==> src/hdl/sfps_consts.svh <==
`ifndef SFPS_CONSTS_SVH
`define SFPS_CONSTS_SVH
`define SFPS_SOH        8'h01
`define SFPS_STX        8'h02
`define SFPS_ETX        8'h03
`define SFPS_ETB        8'h17
`define SFPS_ACK        8'h06
`define SFPS_ERR_PARAM  8'h05
`define SFPS_ERR_SUM    8'h07
`define SFPS_ERR_PROT   8'h10
`define SFPS_NACK       8'h15
`define SFPS_ERR_VFY    8'h1B
`define SFPS_ERR_WRITE  8'h1C
`define SFPS_IDLE_BYTE  8'hFF
// Programming command code, value arbitrary
`define SFPS_CMD_PROG   8'h40
`define SFPS_CMD_LEN    9'h007
`define SFPS_ADDR_W     24
`define SFPS_BLK_BITS   12
// Last byte of the boot block cluster, value arbitrary
`define SFPS_BOOT_END   24'h003FFF
// Two words, minus one
`define SFPS_MIN_SPAN   24'h000007
`endif

==> src/hdl/sfps_pkg.sv <==
package sfps_pkg;
   typedef enum logic [2:0] {SFPS_ST_IDLE, SFPS_ST_DATA, SFPS_ST_WRITE, SFPS_ST_VFY} sfps_state_e;
   typedef enum logic [2:0] {SFPS_P_HEAD, SFPS_P_LEN, SFPS_P_BODY, SFPS_P_SUM,
                             SFPS_P_END} sfps_parse_e;
   typedef enum logic [2:0] {SFPS_OUT_NONE, SFPS_OUT_A, SFPS_OUT_B, SFPS_OUT_D,
                             SFPS_OUT_E} sfps_outcome_e;
endpackage

==> src/hdl/sfps_top.sv <==
`timescale 1ns/100ps
`include "sfps_consts.svh"
module sfps_top (
   input  wire logic                      clk,
   input  wire logic                      rst,
   input  wire logic                      link_clk,
   input  wire logic                      link_din,
   output logic                           link_dout,
   input  wire logic                      write_protect,
   input  wire logic                      boot_protect,
   output logic                           flash_req,
   output logic                           flash_write,
   output logic [`SFPS_ADDR_W-1:0]        flash_addr,
   output logic [`SFPS_ADDR_W-1:0]        flash_end_addr,
   output logic [7:0]                     flash_wdata,
   input  wire logic                      flash_ack,
   input  wire logic                      flash_err,
   output logic                           busy,
   output logic                           done,
   output sfps_pkg::sfps_outcome_e        outcome
);
   import sfps_pkg::*;

   logic [2:0]                clk_s_r;
   logic [2:0]                din_s_r;
   logic                      clk_lv_r;
   logic [2:0]                bit_cnt_r;
   logic [7:0]                rx_sh_r;
   logic [7:0]                rx_byte_r;
   logic                      rx_v_r;
   logic [7:0]                tx_sh_r;
   logic                      tx_act_r;
   logic [2:0]                tx_idx_r;
   sfps_parse_e               p_st_r;
   logic                      p_cmd_r;
   logic [8:0]                p_len_r;
   logic [8:0]                p_cnt_r;
   logic [7:0]                p_sum_r;
   logic [7:0]                prm_r [0:7];
   logic [7:0]                buf_r [0:255];
   logic                      frm_v_r;
   logic                      frm_etx_r;
   logic                      frm_etb_r;
   sfps_state_e               state_r;
   logic [`SFPS_ADDR_W-1:0]   cur_addr_r;
   logic [8:0]                w_cnt_r;
   logic                      last_r;
   logic                      st_load_r;
   logic                      st_two_r;
   logic [7:0]                st1_r;
   logic [7:0]                st2_r;
   function automatic logic [7:0] status_byte(input logic [2:0] idx, input logic two,
                                              input logic [7:0] s1, input logic [7:0] s2);
      logic [7:0] len;
      logic [7:0] sum;
      len = two ? 8'h02 : 8'h01;
      sum = 8'h00 - len - s1 - (two ? s2 : 8'h00);
      unique case (idx)
         3'h0: status_byte = `SFPS_STX;
         3'h1: status_byte = len;
         3'h2: status_byte = s1;
         3'h3: status_byte = two ? s2 : sum;
         3'h4: status_byte = two ? sum : `SFPS_ETX;
         default: status_byte = `SFPS_ETX;
      endcase
   endfunction
   // Link clock edges, counted once stages two and three agree
   wire clk_agree = (clk_s_r[1] == clk_s_r[2]);
   wire link_rise = clk_agree & clk_s_r[2] & ~clk_lv_r;
   wire link_fall = clk_agree & ~clk_s_r[2] & clk_lv_r;
   wire [2:0] tx_last = st_two_r ? 3'h5 : 3'h4;
   wire [7:0] tx_next = tx_act_r ? status_byte(tx_idx_r, st_two_r, st1_r, st2_r)
                                 : `SFPS_IDLE_BYTE;

   always_ff @(posedge clk) begin
      clk_s_r <= {clk_s_r[1:0], link_clk};
      din_s_r <= {din_s_r[1:0], link_din};
      // Level follows the pin through reset, so release makes no edge
      if (rst || clk_agree) begin
         clk_lv_r <= clk_s_r[2];
      end
   end
   // Bits in on rising edges, out on falling edges, MSB first
   always_ff @(posedge clk) begin
      if (rst) begin
         bit_cnt_r <= 3'h0;
         rx_sh_r   <= 8'h00;
         rx_byte_r <= 8'h00;
         rx_v_r    <= 1'b0;
      end else begin
         rx_v_r <= 1'b0;
         if (link_rise) begin
            rx_sh_r   <= {rx_sh_r[6:0], din_s_r[2]};
            bit_cnt_r <= bit_cnt_r + 3'h1;
            if (bit_cnt_r == 3'h7) begin
               rx_byte_r <= {rx_sh_r[6:0], din_s_r[2]};
               rx_v_r    <= 1'b1;
            end
         end
      end
   end

   always_ff @(posedge clk) begin
      if (rst) begin
         tx_sh_r   <= `SFPS_IDLE_BYTE;
         link_dout <= 1'b1;
         tx_act_r  <= 1'b0;
         tx_idx_r  <= 3'h0;
      end else if (st_load_r) begin
         tx_act_r <= 1'b1;
         tx_idx_r <= 3'h0;
      end else if (link_fall) begin
         if (bit_cnt_r == 3'h0) begin
            tx_sh_r   <= {tx_next[6:0], 1'b1};
            link_dout <= tx_next[7];
            if (tx_act_r) begin
               tx_idx_r <= tx_idx_r + 3'h1;
               tx_act_r <= (tx_idx_r != tx_last);
            end
         end else begin
            tx_sh_r   <= {tx_sh_r[6:0], 1'b1};
            link_dout <= tx_sh_r[7];
         end
      end
   end
   // Frame parser: head, length, body, checksum, end marker
   always_ff @(posedge clk) begin
      if (rst) begin
         p_st_r    <= SFPS_P_HEAD;
         p_cmd_r   <= 1'b0;
         p_len_r   <= 9'h000;
         p_cnt_r   <= 9'h000;
         p_sum_r   <= 8'h00;
         frm_v_r   <= 1'b0;
         frm_etx_r <= 1'b0;
         frm_etb_r <= 1'b0;
      end else begin
         frm_v_r <= 1'b0;
         if (rx_v_r) begin
            unique case (p_st_r)
               SFPS_P_HEAD: begin
                  p_cmd_r <= (rx_byte_r == `SFPS_SOH);
                  p_sum_r <= 8'h00;
                  p_cnt_r <= 9'h000;
                  if (rx_byte_r == `SFPS_SOH || rx_byte_r == `SFPS_STX) begin
                     p_st_r <= SFPS_P_LEN;
                  end
               end
               SFPS_P_LEN: begin
                  p_len_r <= {(rx_byte_r == 8'h00), rx_byte_r};
                  p_sum_r <= p_sum_r + rx_byte_r;
                  p_st_r  <= SFPS_P_BODY;
               end
               SFPS_P_BODY: begin
                  p_sum_r <= p_sum_r + rx_byte_r;
                  p_cnt_r <= p_cnt_r + 9'h001;
                  if (p_cnt_r == p_len_r - 9'h001) begin
                     p_st_r <= SFPS_P_SUM;
                  end
               end
               SFPS_P_SUM: begin
                  p_sum_r <= p_sum_r + rx_byte_r;
                  p_st_r  <= SFPS_P_END;
               end
               SFPS_P_END: begin
                  frm_etx_r <= (rx_byte_r == `SFPS_ETX);
                  frm_etb_r <= (rx_byte_r == `SFPS_ETB);
                  frm_v_r   <= 1'b1;
                  p_st_r    <= SFPS_P_HEAD;
               end
            endcase
         end
      end
   end

   always_ff @(posedge clk) begin
      if (rx_v_r && p_st_r == SFPS_P_BODY) begin
         if (p_cmd_r && p_cnt_r < 9'h008) begin
            prm_r[p_cnt_r[2:0]] <= rx_byte_r;
         end
         if (!p_cmd_r) begin
            buf_r[p_cnt_r[7:0]] <= rx_byte_r;
         end
      end
   end
   // Command checks, malformed first, then checksum, parameters, protection
   wire [`SFPS_ADDR_W-1:0] sa = {prm_r[1], prm_r[2], prm_r[3]};
   wire [`SFPS_ADDR_W-1:0] ea = {prm_r[4], prm_r[5], prm_r[6]};
   wire sum_ok    = (p_sum_r == 8'h00);
   wire cmd_bad   = !frm_etx_r || p_len_r != `SFPS_CMD_LEN || prm_r[0] != `SFPS_CMD_PROG;
   wire addr_ok   = (sa[`SFPS_BLK_BITS-1:0] == '0) && (&ea[`SFPS_BLK_BITS-1:0])
                    && (ea >= sa) && (ea - sa >= `SFPS_MIN_SPAN);
   wire prot_hit  = write_protect || (boot_protect && sa <= `SFPS_BOOT_END);
   wire [7:0] cmd_code = cmd_bad   ? `SFPS_NACK :
                         !sum_ok   ? `SFPS_ERR_SUM :
                         !addr_ok  ? `SFPS_ERR_PARAM :
                         prot_hit  ? `SFPS_ERR_PROT :
                         `SFPS_ACK;
   wire [7:0] dat_code = !(frm_etx_r || frm_etb_r) ? `SFPS_NACK :
                         !sum_ok ? `SFPS_ERR_SUM : `SFPS_ACK;
   wire w_final = flash_err || (w_cnt_r == p_len_r - 9'h001);
   always_ff @(posedge clk) begin
      if (rst) begin
         state_r        <= SFPS_ST_IDLE;
         cur_addr_r     <= '0;
         w_cnt_r        <= 9'h000;
         last_r         <= 1'b0;
         st_load_r      <= 1'b0;
         st_two_r       <= 1'b0;
         st1_r          <= 8'h00;
         st2_r          <= 8'h00;
         flash_req      <= 1'b0;
         flash_write    <= 1'b0;
         flash_addr     <= '0;
         flash_end_addr <= '0;
         flash_wdata    <= 8'h00;
         busy           <= 1'b0;
         done           <= 1'b0;
         outcome        <= SFPS_OUT_NONE;
      end else begin
         done      <= 1'b0;
         st_load_r <= 1'b0;
         unique case (state_r)
            SFPS_ST_IDLE: if (frm_v_r && p_cmd_r) begin
               st_load_r <= 1'b1;
               st_two_r  <= 1'b0;
               st1_r     <= cmd_code;
               if (cmd_code == `SFPS_ACK) begin
                  state_r        <= SFPS_ST_DATA;
                  cur_addr_r     <= sa;
                  flash_end_addr <= ea;
                  busy           <= 1'b1;
                  outcome        <= SFPS_OUT_NONE;
               end else begin
                  done    <= 1'b1;
                  outcome <= SFPS_OUT_B;
               end
            end
            SFPS_ST_DATA: if (frm_v_r && !p_cmd_r) begin
               if (dat_code != `SFPS_ACK) begin
                  st_load_r <= 1'b1;
                  st_two_r  <= 1'b0;
                  st1_r     <= dat_code;
                  state_r   <= SFPS_ST_IDLE;
                  busy      <= 1'b0;
                  done      <= 1'b1;
                  outcome   <= SFPS_OUT_B;
               end else begin
                  w_cnt_r <= 9'h000;
                  last_r  <= frm_etx_r;
                  state_r <= SFPS_ST_WRITE;
               end
            end
            SFPS_ST_WRITE: if (!flash_req) begin
               flash_req   <= 1'b1;
               flash_write <= 1'b1;
               flash_addr  <= cur_addr_r;
               flash_wdata <= buf_r[w_cnt_r[7:0]];
            end else if (flash_ack) begin
               flash_req  <= 1'b0;
               cur_addr_r <= cur_addr_r + 1'b1;
               w_cnt_r    <= w_cnt_r + 9'h001;
               if (w_final) begin
                  st_load_r <= 1'b1;
                  st_two_r  <= 1'b1;
                  st1_r     <= `SFPS_ACK;
                  st2_r     <= flash_err ? `SFPS_ERR_WRITE : `SFPS_ACK;
                  if (flash_err) begin
                     state_r <= SFPS_ST_IDLE;
                     busy    <= 1'b0;
                     done    <= 1'b1;
                     outcome <= SFPS_OUT_D;
                  end else begin
                     state_r <= last_r ? SFPS_ST_VFY : SFPS_ST_DATA;
                  end
               end
            end
            SFPS_ST_VFY: if (!flash_req) begin
               flash_req   <= 1'b1;
               flash_write <= 1'b0;
               flash_addr  <= {sa[`SFPS_ADDR_W-1:`SFPS_BLK_BITS], {`SFPS_BLK_BITS{1'b0}}};
            end else if (flash_ack) begin
               flash_req <= 1'b0;
               st_load_r <= 1'b1;
               st_two_r  <= 1'b0;
               st1_r     <= flash_err ? `SFPS_ERR_VFY : `SFPS_ACK;
               outcome   <= flash_err ? SFPS_OUT_E : SFPS_OUT_A;
               state_r   <= SFPS_ST_IDLE;
               busy      <= 1'b0;
               done      <= 1'b1;
            end
            default: state_r <= SFPS_ST_IDLE;
         endcase
      end
   end
endmodule

==> config.mk <==
export PLATFORM = sky130hd
export DESIGN_NAME = sfps_top
export DESIGN_NICKNAME = d
export VERILOG_FILES = /design/src/hdl/sfps_pkg.sv /design/src/hdl/sfps_top.sv
export VERILOG_INCLUDE_DIRS = /design/src /design/src/hdl
export SDC_FILE = /design/constraint.sdc
export NUM_CORES = 2
export LEC_CHECK = 0
export ABC_AREA = 1
export BUFFER_PORTS_ARGS = -buffer_cell sky130_fd_sc_hd__buf_2
export CORE_MARGIN = 1.5
export CORE_UTILIZATION = 45
export CTS_CLUSTER_SIZE = 8
export DETAILED_ROUTE_END_ITERATION = 8
export RECOVER_POWER = 100
export REMOVE_ABC_BUFFERS = 1
export SYNTH_ARGS = -nofsm -noshare
export SYNTH_HDL_FRONTEND = slang
export SYNTH_SLANG_ARGS = --single-unit
==> constraint.sdc <==
create_clock -name clk -period 10.5 [get_ports clk]
set_clock_uncertainty 0.2 [all_clocks]
set_input_delay 0 -clock clk [delete_from_list [all_inputs] [get_ports clk]]
set_output_delay 0 -clock clk [all_outputs]
set_load 0.005 [all_outputs]
==> reports/results.ini <==
[hold_path]
hp-class = in -> reg

[timing]
slew_viol_final = 1505
setup_viol = 0
slew-limit-headroom_pct = -204
min_period_ns = 7.37
min_period_over_period_pct = 70.2
hold_viol = 0
grt_setup_unrepaired = false
worst_pin_slew_ns = 4.56
fmax_ghz = 0.136
tns_ns = 0

[placed_design]
portBuffers = 71
gp_congestion = 0.843
hpwlAfterDp_mm = 147

[synth]
syn_area_sq_mm = 0.0934
async_flop_share_pct = 0
yosysSeqAreaShare_pct = 71.6
postSynthAreaPerCell_sq_um = 12.0
ys_types = 61
synth_top_cells_by_area = edfxtp_1 (68%), o21ai_0 (6.1%), nor2_1 (5.9%)
synth-seq-cells = 2284
synth_cells = 7785
yosys_warnings = 0
yosys.area.top_type = edfxtp_1
synth_edf_count = 2105
ys.flop_type = edfxtp_1
synth.top_cell.area_share_pct = 67.7

[cells_and_area]
final_cell_mix = edfxtp_1 (2105), nor2_1 (1457), o21ai_0 (1146)
final_common_cell = edfxtp_1
drive_gt1_share_pct = 6.90
areaGrowthSynthToFinish_pct = 12.3
nNetsFinal = 7858

[clock_tree]
tritoncts = done
clk_pin_slew_ns = 0.05
cts_resized = 0
postCtsHoldBufs = 17
cts_buffers = 336
cts_sinks = 2284
clock_latency_ns = 0.91
clockRootBuffer = clkbuf_16
cts_buffer_depth = 4
post-cts-setup-buffers = 0
htreeDepth = 5

[floorplan]
fp.dieArea_sq_mm = 0.210
rows = 167
initial_core_util_pct = 45.2
coreArea_sq_mm = 0.207
die_y_um = 458
io_pins = 72
fp.dieW_um = 458

[power_and_ir_drop]
p_leak_uw = 0.0378
p_per_area_mw_per_mm2 = 184
ir_drop_mv = 0.184
finalPower_uw = 19300

[grt]
grt.total_usage_pct = 25.0
grt_pass1_vias = 60000
grt_antenna_before_repair = 6
grt_pass1_wl_mm = 395
grt_max_degree = 214
gr-total-overflow = 0

[worst_setup_path]
critPathArrivalTime_ns = 7.96
path_cells = inv_1, ha_1, nand2_1, nor2_1, clkinv_1, nor3_1, nand4_1, o2111ai_1, nand4_1, clkinv_1, nand4_1, o21bai_1, nand2_1, nand2_2, a21oi_1, dlygate4sd3_1
crit_fanout = 32
worst-setup-path-type = reg -> reg
max_stage_delay_ns = 2.09
crit_slowest_cell = o21bai_1
critPathRequiredTime_ns = 11.09
crit_top_cell = nand4_1
cp-end-kind = flip-flop
critPathLaunchType = flip-flop

[routing]
final_antenna_net_count = 0
route.detailed.wl_per_inst_um = 25.3
drt-total-wl_mm = 268
drtPass1Iterations = 7
drc = 0
routed-via-count = 63000
viasPerCell = 5.96
first_iter_violations = 7194

[run]
cap_violations = 26

[outcome]
status = finished, violations left
violations = max-capacitance violations, max-slew violations

## Yosys cell counts (all sizes together) (32+ instances only)
master  number
a21oi      250
a31oi       38
buf        110
clkbuf     408
dfxtp      179
edfxtp    2105
ha          62
inv        263
nand2      642
nand3      312
nand4       61
nor2      1473
nor3        38
o211ai      65
o21ai     1147
o221ai     194
o22ai      318
xor2        32
## area by class of cell
| type | instances | area (sq um) |
|---|---|---|
| well taps | 2704 | 3380 |
| clock buffers | 412 | 8840 |
| inverters | 272 | 1050 |
| clock inverters | 7 | 66.3 |
| repair buffers | 181 | 1210 |
| diodes | 2 | 5.00 |
| fillers | 17600 | 102000 |
| multi-input cells | 4711 | 23500 |
| flip-flops and latches | 2284 | 66800 |
## final timing paths
| path | start | endpoint | slack (ns) | cells after the start |
|---|---|---|---|---|
| setup / recovery | prm_r[2][7]$_DFFE_PP_ | cur_addr_r[19]$_SDFFE_PP0P_ | 3.13 | 16 |
| hold / removal | link_clk | clk_s_r[0]$_DFF_P_ | 0.08 | 3 |
| setup reg to reg | prm_r[2][7]$_DFFE_PP_ | cur_addr_r[19]$_SDFFE_PP0P_ | 3.13 | 16 |
| hold reg to reg | din_s_r[0]$_DFF_P_ | din_s_r[1]$_DFF_P_ | 0.14 | 0 |
## power breakdown
group | leakage (uW) | switching [uW] | internal (uW) | total (uW)
sequential | 0.0236 | 2.83 | 9810 | 9810
clock | 0.00434 | 3650 | 5780 | 9430
combinational | 0.00980 | 24.7 | 11.9 | 36.6
## metal layers
metal | share of wire (%) | wire (um) | GRT usage [%]
met5 | 0.0041 | 11 | 0
met4 | 4.0 | 10600 | 9.71
met3 | 8.6 | 22900 | 4.67
met2 | 46 | 124000 | 39.1
met1 | 41 | 110000 | 34.6
## per-stage QoR
stage | cells | setup slack [ns] | hold slack, ns | cell area [sq um] | util, %
2_1_floorplan | 7267 | -39.86 | -0.172 | 91300 | -
5_1_grt | 10600 | 2.65 | 0.0738 | 105000 | 50.7
6_report | 10600 | 3.13 | 0.0826 | 105000 | 50.7
3_5_place_dp | 10100 | 5.54 | -0.0869 | 96000 | 46.4
4_1_cts | 10600 | 5.50 | 0.0274 | 105000 | 50.8
3_3_place_gp | 10100 | 5.56 | -0.0982 | 96000 | 46.4
## state kept, by name, summed over array words and instances, names as in the netlist, 9 cells and up
name / cells
flash_end_addr: 24
p_cnt_r: 9
cur_addr_r: 24
w_cnt_r: 9
prm_r: 56
p_len_r: 9
flash_addr: 24
buf_r: 2048
## worst max-delay path: cells and delay by family (launching register included)
| kind | cells | cell delay [ns] |
|---|---|---|
| simple gates | 8 | 2.92 |
| compound gates | 3 | 2.34 |
| buf+inv | 4 | 0.93 |
| flops | 1 | 0.43 |
| fa+ha+maj | 1 | 0.41 |
## kinds of logic after synthesis
kind of cell / count (synthesis) / synth area share [%]
adders and majority gates: 64 / 0.874
DFF: 2284 / 71.6
AOI/OAI and AO/OA: 2047 / 12.6
xor gates and xnor gates: 44 / 0.413
buffers and inverters: 790 / 3.33
and+or+nand+nor: 2556 / 11.2
Note: power is estimated with default switching activity, not from simulation.
